==> config.mk <==
export PLATFORM = sky130hd
export DESIGN_NAME = mfi_top
export DESIGN_NICKNAME = d
export VERILOG_FILES = /design/src/mfi_pkg.sv /design/src/mfi_reg_if.sv /design/src/mfi_top.sv /design/src/mfi_src_reg.sv /design/src/mfi_ahb_slave.sv
export SDC_FILE = /design/constraint.sdc
export NUM_CORES = 1
export LEC_CHECK = 0
export BUFFER_PORTS_ARGS = -buffer_cell sky130_fd_sc_hd__buf_4
export CAP_MARGIN = 0
export CORE_MARGIN = 2
export CORE_UTILIZATION = 52
export CTS_BUF_LIST = sky130_fd_sc_hd__clkbuf_4
export DETAILED_ROUTE_END_ITERATION = 12
export GPL_ROUTABILITY_DRIVEN = 0
export GPL_TIMING_DRIVEN = 1
export PLACE_DENSITY_LB_ADDON = 0.3
export SYNTH_ARGS = -nofsm -noshare
export SYNTH_HDL_FRONTEND = slang
export SYNTH_SLANG_ARGS = --single-unit
export TNS_END_PERCENT = 30
==> constraint.sdc <==
create_clock -name hclk -period 2.5 [get_ports hclk]
set_input_delay 0 -clock hclk [delete_from_list [all_inputs] [get_ports hclk]]
set_output_delay 0 -clock hclk [all_outputs]
set_load 0.1 [all_outputs]
==> src/mfi_pkg.sv <==
// constants shared by the multi-function interrupt source register block
// assumes a single 100 MHz clock and an AHB-Lite master with word-only access
`default_nettype none

package mfi_pkg;

    // ****************************************
    // register map (word indices from haddr[4:2], one word each)
    // ****************************************
    localparam int IDX_W = 3;
    localparam logic [IDX_W-1:0] IDX_STD_TIMER = 3'h0;
    localparam logic [IDX_W-1:0] IDX_CMP_PER_TIMER = 3'h1;
    localparam logic [IDX_W-1:0] IDX_EEPROM_LOWVOLT = 3'h2;
    localparam logic [IDX_W-1:0] IDX_MF_CTRL = 3'h3;
    localparam logic [IDX_W-1:0] IDX_GLOBAL = 3'h4;
    localparam logic [IDX_W-1:0] IDX_IRQ_STATUS = 3'h5;
    localparam logic [IDX_W-1:0] IDX_IRQ_MASK = 3'h6;
    localparam logic [IDX_W-1:0] IDX_LAST = IDX_IRQ_MASK;

    // ****************************************
    // field layout
    // ****************************************
    localparam int FLAG_LSB = 4;
    localparam int MF_NUM = 3;
    localparam int MF_FLAG_LSB = 0;
    localparam int MF_EN_LSB = 4;
    localparam int GLOBAL_EN_BIT = 0;
    localparam int STD_NSRC = 2;
    localparam int CMP_PER_NSRC = 4;
    localparam int EE_LV_NSRC = 2;
    localparam logic [2:0] HSIZE_WORD = 3'h2;

    // ****************************************
    // reset values
    // ****************************************
    localparam logic [7:0] SRC_RESET = 8'h00;
    localparam logic [MF_NUM-1:0] MF_RESET = 3'h0;
    localparam logic GLOBAL_EN_RESET = 1'b0;

endpackage

`default_nettype wire

==> src/mfi_reg_if.sv <==
// register access strobes between the bus slave and the register file
// assumes both sides run on the same clock
`default_nettype none

interface mfi_reg_if;
    import mfi_pkg::*;
    logic wr_en;
    logic rd_en;
    logic [IDX_W-1:0] idx;
    logic [7:0] wdata;
    logic [7:0] rdata;
    modport slave (output wr_en, output rd_en, output idx, output wdata, input rdata);
    modport regs (input wr_en, input rd_en, input idx, input wdata, output rdata);
endinterface

`default_nettype wire

==> src/mfi_top.sv <==
// multi-function interrupt source registers with AHB-Lite access
// assumes source events and service acknowledges are pulses on hclk
//
// Local design decisions: the register addresses and the AHB-Lite slave port.
`default_nettype none

module mfi_top #(
    parameter int ADDR_W = 32
) (
    input wire logic hclk,
    input wire logic hresetn,
    input wire logic hce,
    input wire logic hsel,
    input wire logic [ADDR_W-1:0] haddr,
    input wire logic [1:0] htrans,
    input wire logic hwrite,
    input wire logic [2:0] hsize,
    input wire logic [31:0] hwdata,
    input wire logic hready,
    output logic hreadyout,
    output logic hresp,
    output logic [31:0] hrdata,
    input wire logic standard_timer_match_a,
    input wire logic standard_timer_match_p,
    input wire logic compact_timer_match_a,
    input wire logic compact_timer_match_p,
    input wire logic periodic_timer_match_a,
    input wire logic periodic_timer_match_p,
    input wire logic eeprom_op_done,
    input wire logic low_voltage_detected,
    input wire logic [mfi_pkg::MF_NUM-1:0] irq_service_ack,
    output logic [mfi_pkg::MF_NUM-1:0] mf_irq_request,
    output logic global_irq_enable,
    output logic irq
);
    import mfi_pkg::*;

    mfi_reg_if rif ();

    logic [7:0] std_val;
    logic [7:0] cp_val;
    logic [7:0] ee_val;
    logic [MF_NUM-1:0] mf_rise;
    logic [MF_NUM-1:0] mf_flag_q;
    logic [MF_NUM-1:0] mf_en_q;
    logic global_en_q;
    logic [MF_NUM-1:0] stat_q;
    logic [MF_NUM-1:0] mask_q;
    logic wr_std;
    logic wr_cp;
    logic wr_ee;
    logic wr_ctrl;
    logic wr_glob;
    logic wr_mask;
    logic rd_stat;

    // ****************************************
    // bus slave
    // ****************************************
    mfi_ahb_slave #(.ADDR_W(ADDR_W)) u_bus (
        .hclk(hclk),
        .hresetn(hresetn),
        .hce(hce),
        .hsel(hsel),
        .haddr(haddr),
        .htrans(htrans),
        .hwrite(hwrite),
        .hsize(hsize),
        .hwdata(hwdata),
        .hready(hready),
        .hreadyout(hreadyout),
        .hresp(hresp),
        .hrdata(hrdata),
        .regs(rif.slave)
    );

    assign wr_std = rif.wr_en && (rif.idx == IDX_STD_TIMER);
    assign wr_cp = rif.wr_en && (rif.idx == IDX_CMP_PER_TIMER);
    assign wr_ee = rif.wr_en && (rif.idx == IDX_EEPROM_LOWVOLT);
    assign wr_ctrl = rif.wr_en && (rif.idx == IDX_MF_CTRL);
    assign wr_glob = rif.wr_en && (rif.idx == IDX_GLOBAL);
    assign wr_mask = rif.wr_en && (rif.idx == IDX_IRQ_MASK);
    assign rd_stat = rif.rd_en && (rif.idx == IDX_IRQ_STATUS);

    // ****************************************
    // source registers, one per multi-function interrupt
    // ****************************************
    // register 0, 1, 2 feed multi-function interrupts 0, 1, 2
    mfi_src_reg #(.NSRC(STD_NSRC)) u_std (
        .hclk(hclk),
        .hresetn(hresetn),
        .hce(hce),
        .evt({standard_timer_match_a, standard_timer_match_p}),
        .wr(wr_std),
        .wdata(rif.wdata),
        .value(std_val),
        .rise(mf_rise[0])
    );

    mfi_src_reg #(.NSRC(CMP_PER_NSRC)) u_cp (
        .hclk(hclk),
        .hresetn(hresetn),
        .hce(hce),
        .evt({compact_timer_match_a, compact_timer_match_p, periodic_timer_match_a, periodic_timer_match_p}),
        .wr(wr_cp),
        .wdata(rif.wdata),
        .value(cp_val),
        .rise(mf_rise[1])
    );

    mfi_src_reg #(.NSRC(EE_LV_NSRC)) u_ee (
        .hclk(hclk),
        .hresetn(hresetn),
        .hce(hce),
        .evt({eeprom_op_done, low_voltage_detected}),
        .wr(wr_ee),
        .wdata(rif.wdata),
        .value(ee_val),
        .rise(mf_rise[2])
    );

    // ****************************************
    // multi-function flags and enables
    // ****************************************
    for (genvar n = 0; n < MF_NUM; n++) begin : g_mf
        // a new source request beats a simultaneous service or software clear
        always_ff @(posedge hclk or negedge hresetn) begin
            if (!hresetn) begin
                mf_flag_q[n] <= MF_RESET[n];
            end else if (hce) begin
                if (mf_rise[n]) begin
                    mf_flag_q[n] <= 1'b1;
                end else if (irq_service_ack[n]) begin
                    mf_flag_q[n] <= 1'b0;
                end else if (wr_ctrl) begin
                    mf_flag_q[n] <= rif.wdata[MF_FLAG_LSB+n];
                end
            end
        end

        // sticky status for the interrupt line; a read clears, a new event wins
        always_ff @(posedge hclk or negedge hresetn) begin
            if (!hresetn) begin
                stat_q[n] <= 1'b0;
            end else if (hce) begin
                if (mf_rise[n]) begin
                    stat_q[n] <= 1'b1;
                end else if (rd_stat) begin
                    stat_q[n] <= 1'b0;
                end
            end
        end
    end

    always_ff @(posedge hclk or negedge hresetn) begin
        if (!hresetn) begin
            mf_en_q <= MF_RESET;
        end else if (hce && wr_ctrl) begin
            mf_en_q <= rif.wdata[MF_EN_LSB +: MF_NUM];
        end
    end

    always_ff @(posedge hclk or negedge hresetn) begin
        if (!hresetn) begin
            mask_q <= MF_RESET;
        end else if (hce && wr_mask) begin
            mask_q <= rif.wdata[MF_NUM-1:0];
        end
    end

    // servicing drops the global enable to stop nesting; software may set it again
    always_ff @(posedge hclk or negedge hresetn) begin
        if (!hresetn) begin
            global_en_q <= GLOBAL_EN_RESET;
        end else if (hce) begin
            if (|irq_service_ack) begin
                global_en_q <= 1'b0;
            end else if (wr_glob) begin
                global_en_q <= rif.wdata[GLOBAL_EN_BIT];
            end
        end
    end

    // ****************************************
    // outputs and read-back
    // ****************************************
    // source flags are not touched by a service; software must clear them
    assign mf_irq_request = mf_flag_q & mf_en_q & {MF_NUM{global_en_q}};
    assign global_irq_enable = global_en_q;
    assign irq = |(stat_q & mask_q);

    always_comb begin
        rif.rdata = 8'h00;
        unique case (rif.idx)
            IDX_STD_TIMER: rif.rdata = std_val;
            IDX_CMP_PER_TIMER: rif.rdata = cp_val;
            IDX_EEPROM_LOWVOLT: rif.rdata = ee_val;
            IDX_MF_CTRL: begin
                rif.rdata[MF_FLAG_LSB +: MF_NUM] = mf_flag_q;
                rif.rdata[MF_EN_LSB +: MF_NUM] = mf_en_q;
            end
            IDX_GLOBAL: rif.rdata[GLOBAL_EN_BIT] = global_en_q;
            IDX_IRQ_STATUS: rif.rdata[MF_NUM-1:0] = stat_q;
            IDX_IRQ_MASK: rif.rdata[MF_NUM-1:0] = mask_q;
            default: rif.rdata = 8'h00;
        endcase
    end

endmodule

`default_nettype wire

==> src/mfi_src_reg.sv <==
// one 8-bit interrupt source register: flags in bits 4 and up, enables from bit 0
// assumes event inputs are one-cycle pulses from logic on the same clock
`default_nettype none

module mfi_src_reg #(
    parameter int NSRC = 2
) (
    input wire logic hclk,
    input wire logic hresetn,
    input wire logic hce,
    input wire logic [NSRC-1:0] evt,
    input wire logic wr,
    input wire logic [7:0] wdata,
    output logic [7:0] value,
    output logic rise
);
    import mfi_pkg::*;

    logic [NSRC-1:0] flag_q;
    logic [NSRC-1:0] en_q;
    logic [NSRC-1:0] gated_prev_q;
    logic [NSRC-1:0] gated;

    // flags and enables share one byte, so at most four sources fit
    if (NSRC < 1 || NSRC > FLAG_LSB) begin : g_bad_nsrc
        $error("mfi_src_reg: NSRC must be 1..4");
    end

    // ****************************************
    // per-source flag and enable
    // ****************************************
    for (genvar k = 0; k < NSRC; k++) begin : g_src
        // a pulse coinciding with a software clear still lands
        always_ff @(posedge hclk or negedge hresetn) begin
            if (!hresetn) begin
                flag_q[k] <= 1'b0;
            end else if (hce) begin
                if (evt[k]) begin
                    flag_q[k] <= 1'b1;
                end else if (wr) begin
                    flag_q[k] <= wdata[FLAG_LSB+k];
                end
            end
        end

        always_ff @(posedge hclk or negedge hresetn) begin
            if (!hresetn) begin
                en_q[k] <= 1'b0;
            end else if (hce && wr) begin
                en_q[k] <= wdata[k];
            end
        end
    end

    assign gated = flag_q & en_q;

    always_ff @(posedge hclk or negedge hresetn) begin
        if (!hresetn) begin
            gated_prev_q <= '0;
        end else if (hce) begin
            gated_prev_q <= gated;
        end
    end

    // new enabled request, so one service does not re-trigger on a flag left standing
    assign rise = |(gated & ~gated_prev_q);

    always_comb begin
        value = SRC_RESET;
        value[FLAG_LSB +: NSRC] = flag_q;
        value[NSRC-1:0] = en_q;
    end

endmodule

`default_nettype wire

==> src/mfi_ahb_slave.sv <==
// AHB-Lite slave front end for the source register block
// assumes one slave on the bus, word-only single transfers; response always OKAY
`default_nettype none

module mfi_ahb_slave #(
    parameter int ADDR_W = 32
) (
    input wire logic hclk,
    input wire logic hresetn,
    input wire logic hce,
    input wire logic hsel,
    input wire logic [ADDR_W-1:0] haddr,
    input wire logic [1:0] htrans,
    input wire logic hwrite,
    input wire logic [2:0] hsize,
    input wire logic [31:0] hwdata,
    input wire logic hready,
    output logic hreadyout,
    output logic hresp,
    output logic [31:0] hrdata,
    mfi_reg_if.slave regs
);
    import mfi_pkg::*;

    logic take;
    logic hit;
    logic wr_pend_q;
    logic rd_pend_q;
    logic hit_q;
    logic [IDX_W-1:0] idx_q;
    logic [7:0] rdata_q;

    // the decoder reads address bits 4..0 and checks the rest for zero
    if (ADDR_W < 5) begin : g_bad_addr_w
        $error("mfi_ahb_slave: ADDR_W must be at least 5");
    end

    // ****************************************
    // address phase
    // ****************************************
    assign take = hce && hsel && hready && htrans[1] && (hsize == HSIZE_WORD);
    assign hit = (haddr[ADDR_W-1:5] == '0) && (haddr[1:0] == 2'h0) && (haddr[4:2] <= IDX_LAST);

    always_ff @(posedge hclk or negedge hresetn) begin
        if (!hresetn) begin
            wr_pend_q <= 1'b0;
            rd_pend_q <= 1'b0;
        end else if (hce) begin
            wr_pend_q <= take && hwrite;
            rd_pend_q <= take && !hwrite;
        end
    end

    always_ff @(posedge hclk or negedge hresetn) begin
        if (!hresetn) begin
            hit_q <= 1'b0;
            idx_q <= '0;
        end else if (take) begin
            hit_q <= hit;
            idx_q <= haddr[4:2];
        end
    end

    // ****************************************
    // data phase
    // ****************************************
    // reads take one wait state so a write just before is already visible
    always_ff @(posedge hclk or negedge hresetn) begin
        if (!hresetn) begin
            rdata_q <= 8'h00;
        end else if (hce && rd_pend_q) begin
            rdata_q <= hit_q ? regs.rdata : 8'h00;
        end
    end

    assign regs.wr_en = hce && wr_pend_q && hit_q;
    assign regs.rd_en = hce && rd_pend_q && hit_q;
    assign regs.idx = idx_q;
    assign regs.wdata = hwdata[7:0];
    assign hreadyout = !rd_pend_q;
    assign hresp = 1'b0;
    assign hrdata = {24'h000000, rdata_q};

endmodule

`default_nettype wire

==> impl_metrics.ini <==
[outcome]
outcome = finished clean

[job]
drv_cap = 0

[clock_network]
cts_tree = yes
clock_sinks = 51
cts_root_buf = clkbuf_4
clockBufferDepth = 2
cts_max_level = 2
cts_made_buffers = 5
insertion_delay_ns = 0.38
clk_pin_slew_ns = 0.15

[die]
initial_core_util = 0.5308
rows = 26
fp.dieArea_mm2 = 0.005737
fp.dieH_um = 75.74
coreArea_mm2 = 0.005042
io_pins = 125
die_w_um = 75.74

[critical_path]
cp-start-kind = input port
cp_cell_sequence = dlygate4sd3_1, buf_4, nor2_1, dlygate4sd3_1, nand3_1, dlygate4sd3_1, o22ai_1, dlygate4sd3_1
rrSetupSlack_ns = 0.25
setup.worst_path.end_class = register
crit_end = u_bus.hit_q
cp.required_ns = 2.82
reg2reg_depth = 4
rr_endpoint = u_cp.value[4]
cp_num_buf_inv = 5
worstSetupPathDepth = 8
criticalPathCategory = in2reg
critPathTopFamily = buffers and inverters
timing.rr.start = u_bus.regs.idx[1]
cp.arrival_ns = 2.65
cpMostUsedCell = dlygate4sd3_1
setup.worst_path.start = haddr[17]
crit_fanout = 1
slowest_delay_ns = 0.60
crit_path_top_delay_cell = dlygate4sd3_1

[detailed_routing]
num_vias = 2330
drcViolationCount = 0
antenna_left = 0
wl_um = 6735
drtPass1Iterations = 7
first_iter_violations = 146
routedWlPerCell_um = 15.52
via_per_inst = 5.369

[grt]
grt_max_degree = 52
track_usage = 0.2547
antenna_found_initial = 0
grt_overflow = 0
grt_pass1_vias = 2255
grt_pass1_wl_um = 10740

[synthesis]
netlist_top_cells_count = dfrtp_1 (51), nand2_1 (44), buf_4 (26)
ys_seq_area_frac = 0.4769
yosysWarnings = 0
yosysTopAreaCell = dfrtp_1
avgSynthCellArea_um2 = 10.29
synthCells = 260
ys_types = 44
async_flop_share = 1.000
synth_edf_count = 0
yosysMostFrequentCell = dfrtp_1
synth-main-ff-cell = dfrtp_1
synth_top_area_share = 0.4769
synth_area_leaders = dfrtp_1 (48%), buf_4 (7.3%), mux2_2 (7.2%)
synth-seq-cells = 51
synth_area_mm2 = 0.002676

[timing]
worst_slew_pin_slew_ns = 0.7888
relSlewSlack = 0.4741
fin_tns_setup_ns = 0
fin_crit_sh = 0.9330
maxSlewViolCount = 0
worst_clock_skew_ns = 0.01542
fin_crit_ns = 2.332
max_freq_ghz = 0.4287
setup_viol = 0
hold_viol_final = 0
rsz0062_at_grt = false

[pwr]
p_leak_nw = 1.674
peakVddDrop_uv = 317.3
powerDensity_mw_per_mm2 = 548.5

[layout]
drive_above_1_share = 0.2967
nNetsFinal = 449
diodes = 0
stdcell_count = 434
area_delta_synth_final_pct = 32.68

[place]
dp_hpwl_um = 4794
placed_cells = 395
port_buffers = 74

[worst_hold_path]
hold_class = in2async
## cell type report
type / count / area, µm²
clock buffers: 6 / 45.04
clock inverters: 2 / 12.51
fillers: 391 / 1491
inverters: 7 / 26.28
multi-input cells: 191 / 1222
flip-flops and latches: 51 / 1276
well taps: 70 / 87.58
repair buffers: 107 / 880.8
## kinds of logic after synthesis
family                 after synthesis  share of synthesized area
AOI/OAI and AO/OA                   61                     0.1505
buffers and inverters               42                     0.1000
DFF                                 51                     0.4769
muxes                               23                     0.1080
other                                1                   0.001401
and+or+nand+nor                     82                     0.1632
## worst min-delay path by stage
| stage | from | endpoint | slack (ns) | cells past startpoint |
|---|---|---|---|---|
| 2_1_floorplan | hresetn | global_irq_enable | -0.30 | 0 |
| 3_3_place_gp | hresetn | mask_q[0] | 0.06 | 1 |
| 3_5_place_dp | hresetn | mask_q[2] | 0.06 | 1 |
| 4_1_cts | hresetn | u_ee.value[4] | 0.19 | 2 |
| 5_1_grt | hsel | u_bus.rd_pend_q | 0.23 | 4 |
| 6_report | hresetn | u_ee.gated_prev_q[0] | 0.17 | 2 |
## sequential cells by signal, summed over array words and instances (netlist names), 2 cells and up
register,flops
mask_q,3
mf_en_q,3
mf_flag_q,3
stat_q,3
u_bus.rdata_q,8
u_bus.regs.idx,3
u_cp.gated_prev_q,4
u_cp.value,8
u_ee.gated_prev_q,2
u_ee.value,4
u_std.gated_prev_q,2
u_std.value,4
## layer usage
metal	wire length, µm	GRT usage	up-vias
met5	0	0	-
met4	73	0.06823	0
met1	2818	0.3319	1132
met2	3422	0.4368	93
met3	421	0.04894	8
li1	-	-	1097
## worst reg2reg max path, cell delays in order, from the launching register on
cell,delay (ns)
dfrtp_1,0.69
nor4_4,0.62
a21oi_1,0.16
dlygate4sd3_1,0.60
o2bb2ai_1,0.14
## layout by cell type (no fill, tap or decap), types with 3 or more instances in the layout
cell type	n
buf_4	76
dfrtp_1	51
nand2_1	44
dlygate4sd3_1	31
conb_1	25
o21ai_0	22
mux2_2	17
a21oi_1	10
inv_1	7
a22o_1	7
nor4_1	7
clkbuf_4	6
o2bb2ai_1	5
o22ai_1	5
nor2_1	4
nor3_1	4
and3_1	3
mux4_2	3
nand3_1	3
nor3b_1	3
mux2i_1	3
a31oi_1	3
nand2b_1	3
## repair_timing
item | CTS | global route
buffers inserted | 0 | 0
endpoints found under the hold margin | 84 | 0
endpoints found under the setup margin | 0 | 2
gates resized for setup | 0 | 0
hold buffers | 31 | 0
## per-stage QoR
stage / hold slack (ns) / total power [mW] / area, µm² / utilization / worst slack [ns]
floorplan: -0.2956 / 1.407 / 2766 / - / 0.6341
detailed placement: 0.06227 / 1.541 / 3183 / 0.6313 / 0.6002
finish: 0.1665 / 1.948 / 3551 / 0.7042 / 0.1676
global placement: 0.06409 / 1.530 / 3183 / 0.6313 / 0.6313
global route: 0.2260 / 2.030 / 3551 / 0.7042 / 0.06578
CTS: 0.1866 / 1.947 / 3551 / 0.7042 / 0.1478
## report_power, final
part           internal (mW)  switching, mW  leakage (nW)
Sequential             0.881         0.0574         0.650
Combinational          0.201          0.430         0.990
Clock                  0.120          0.258        0.0333
(Power assumes the default switching activity.)
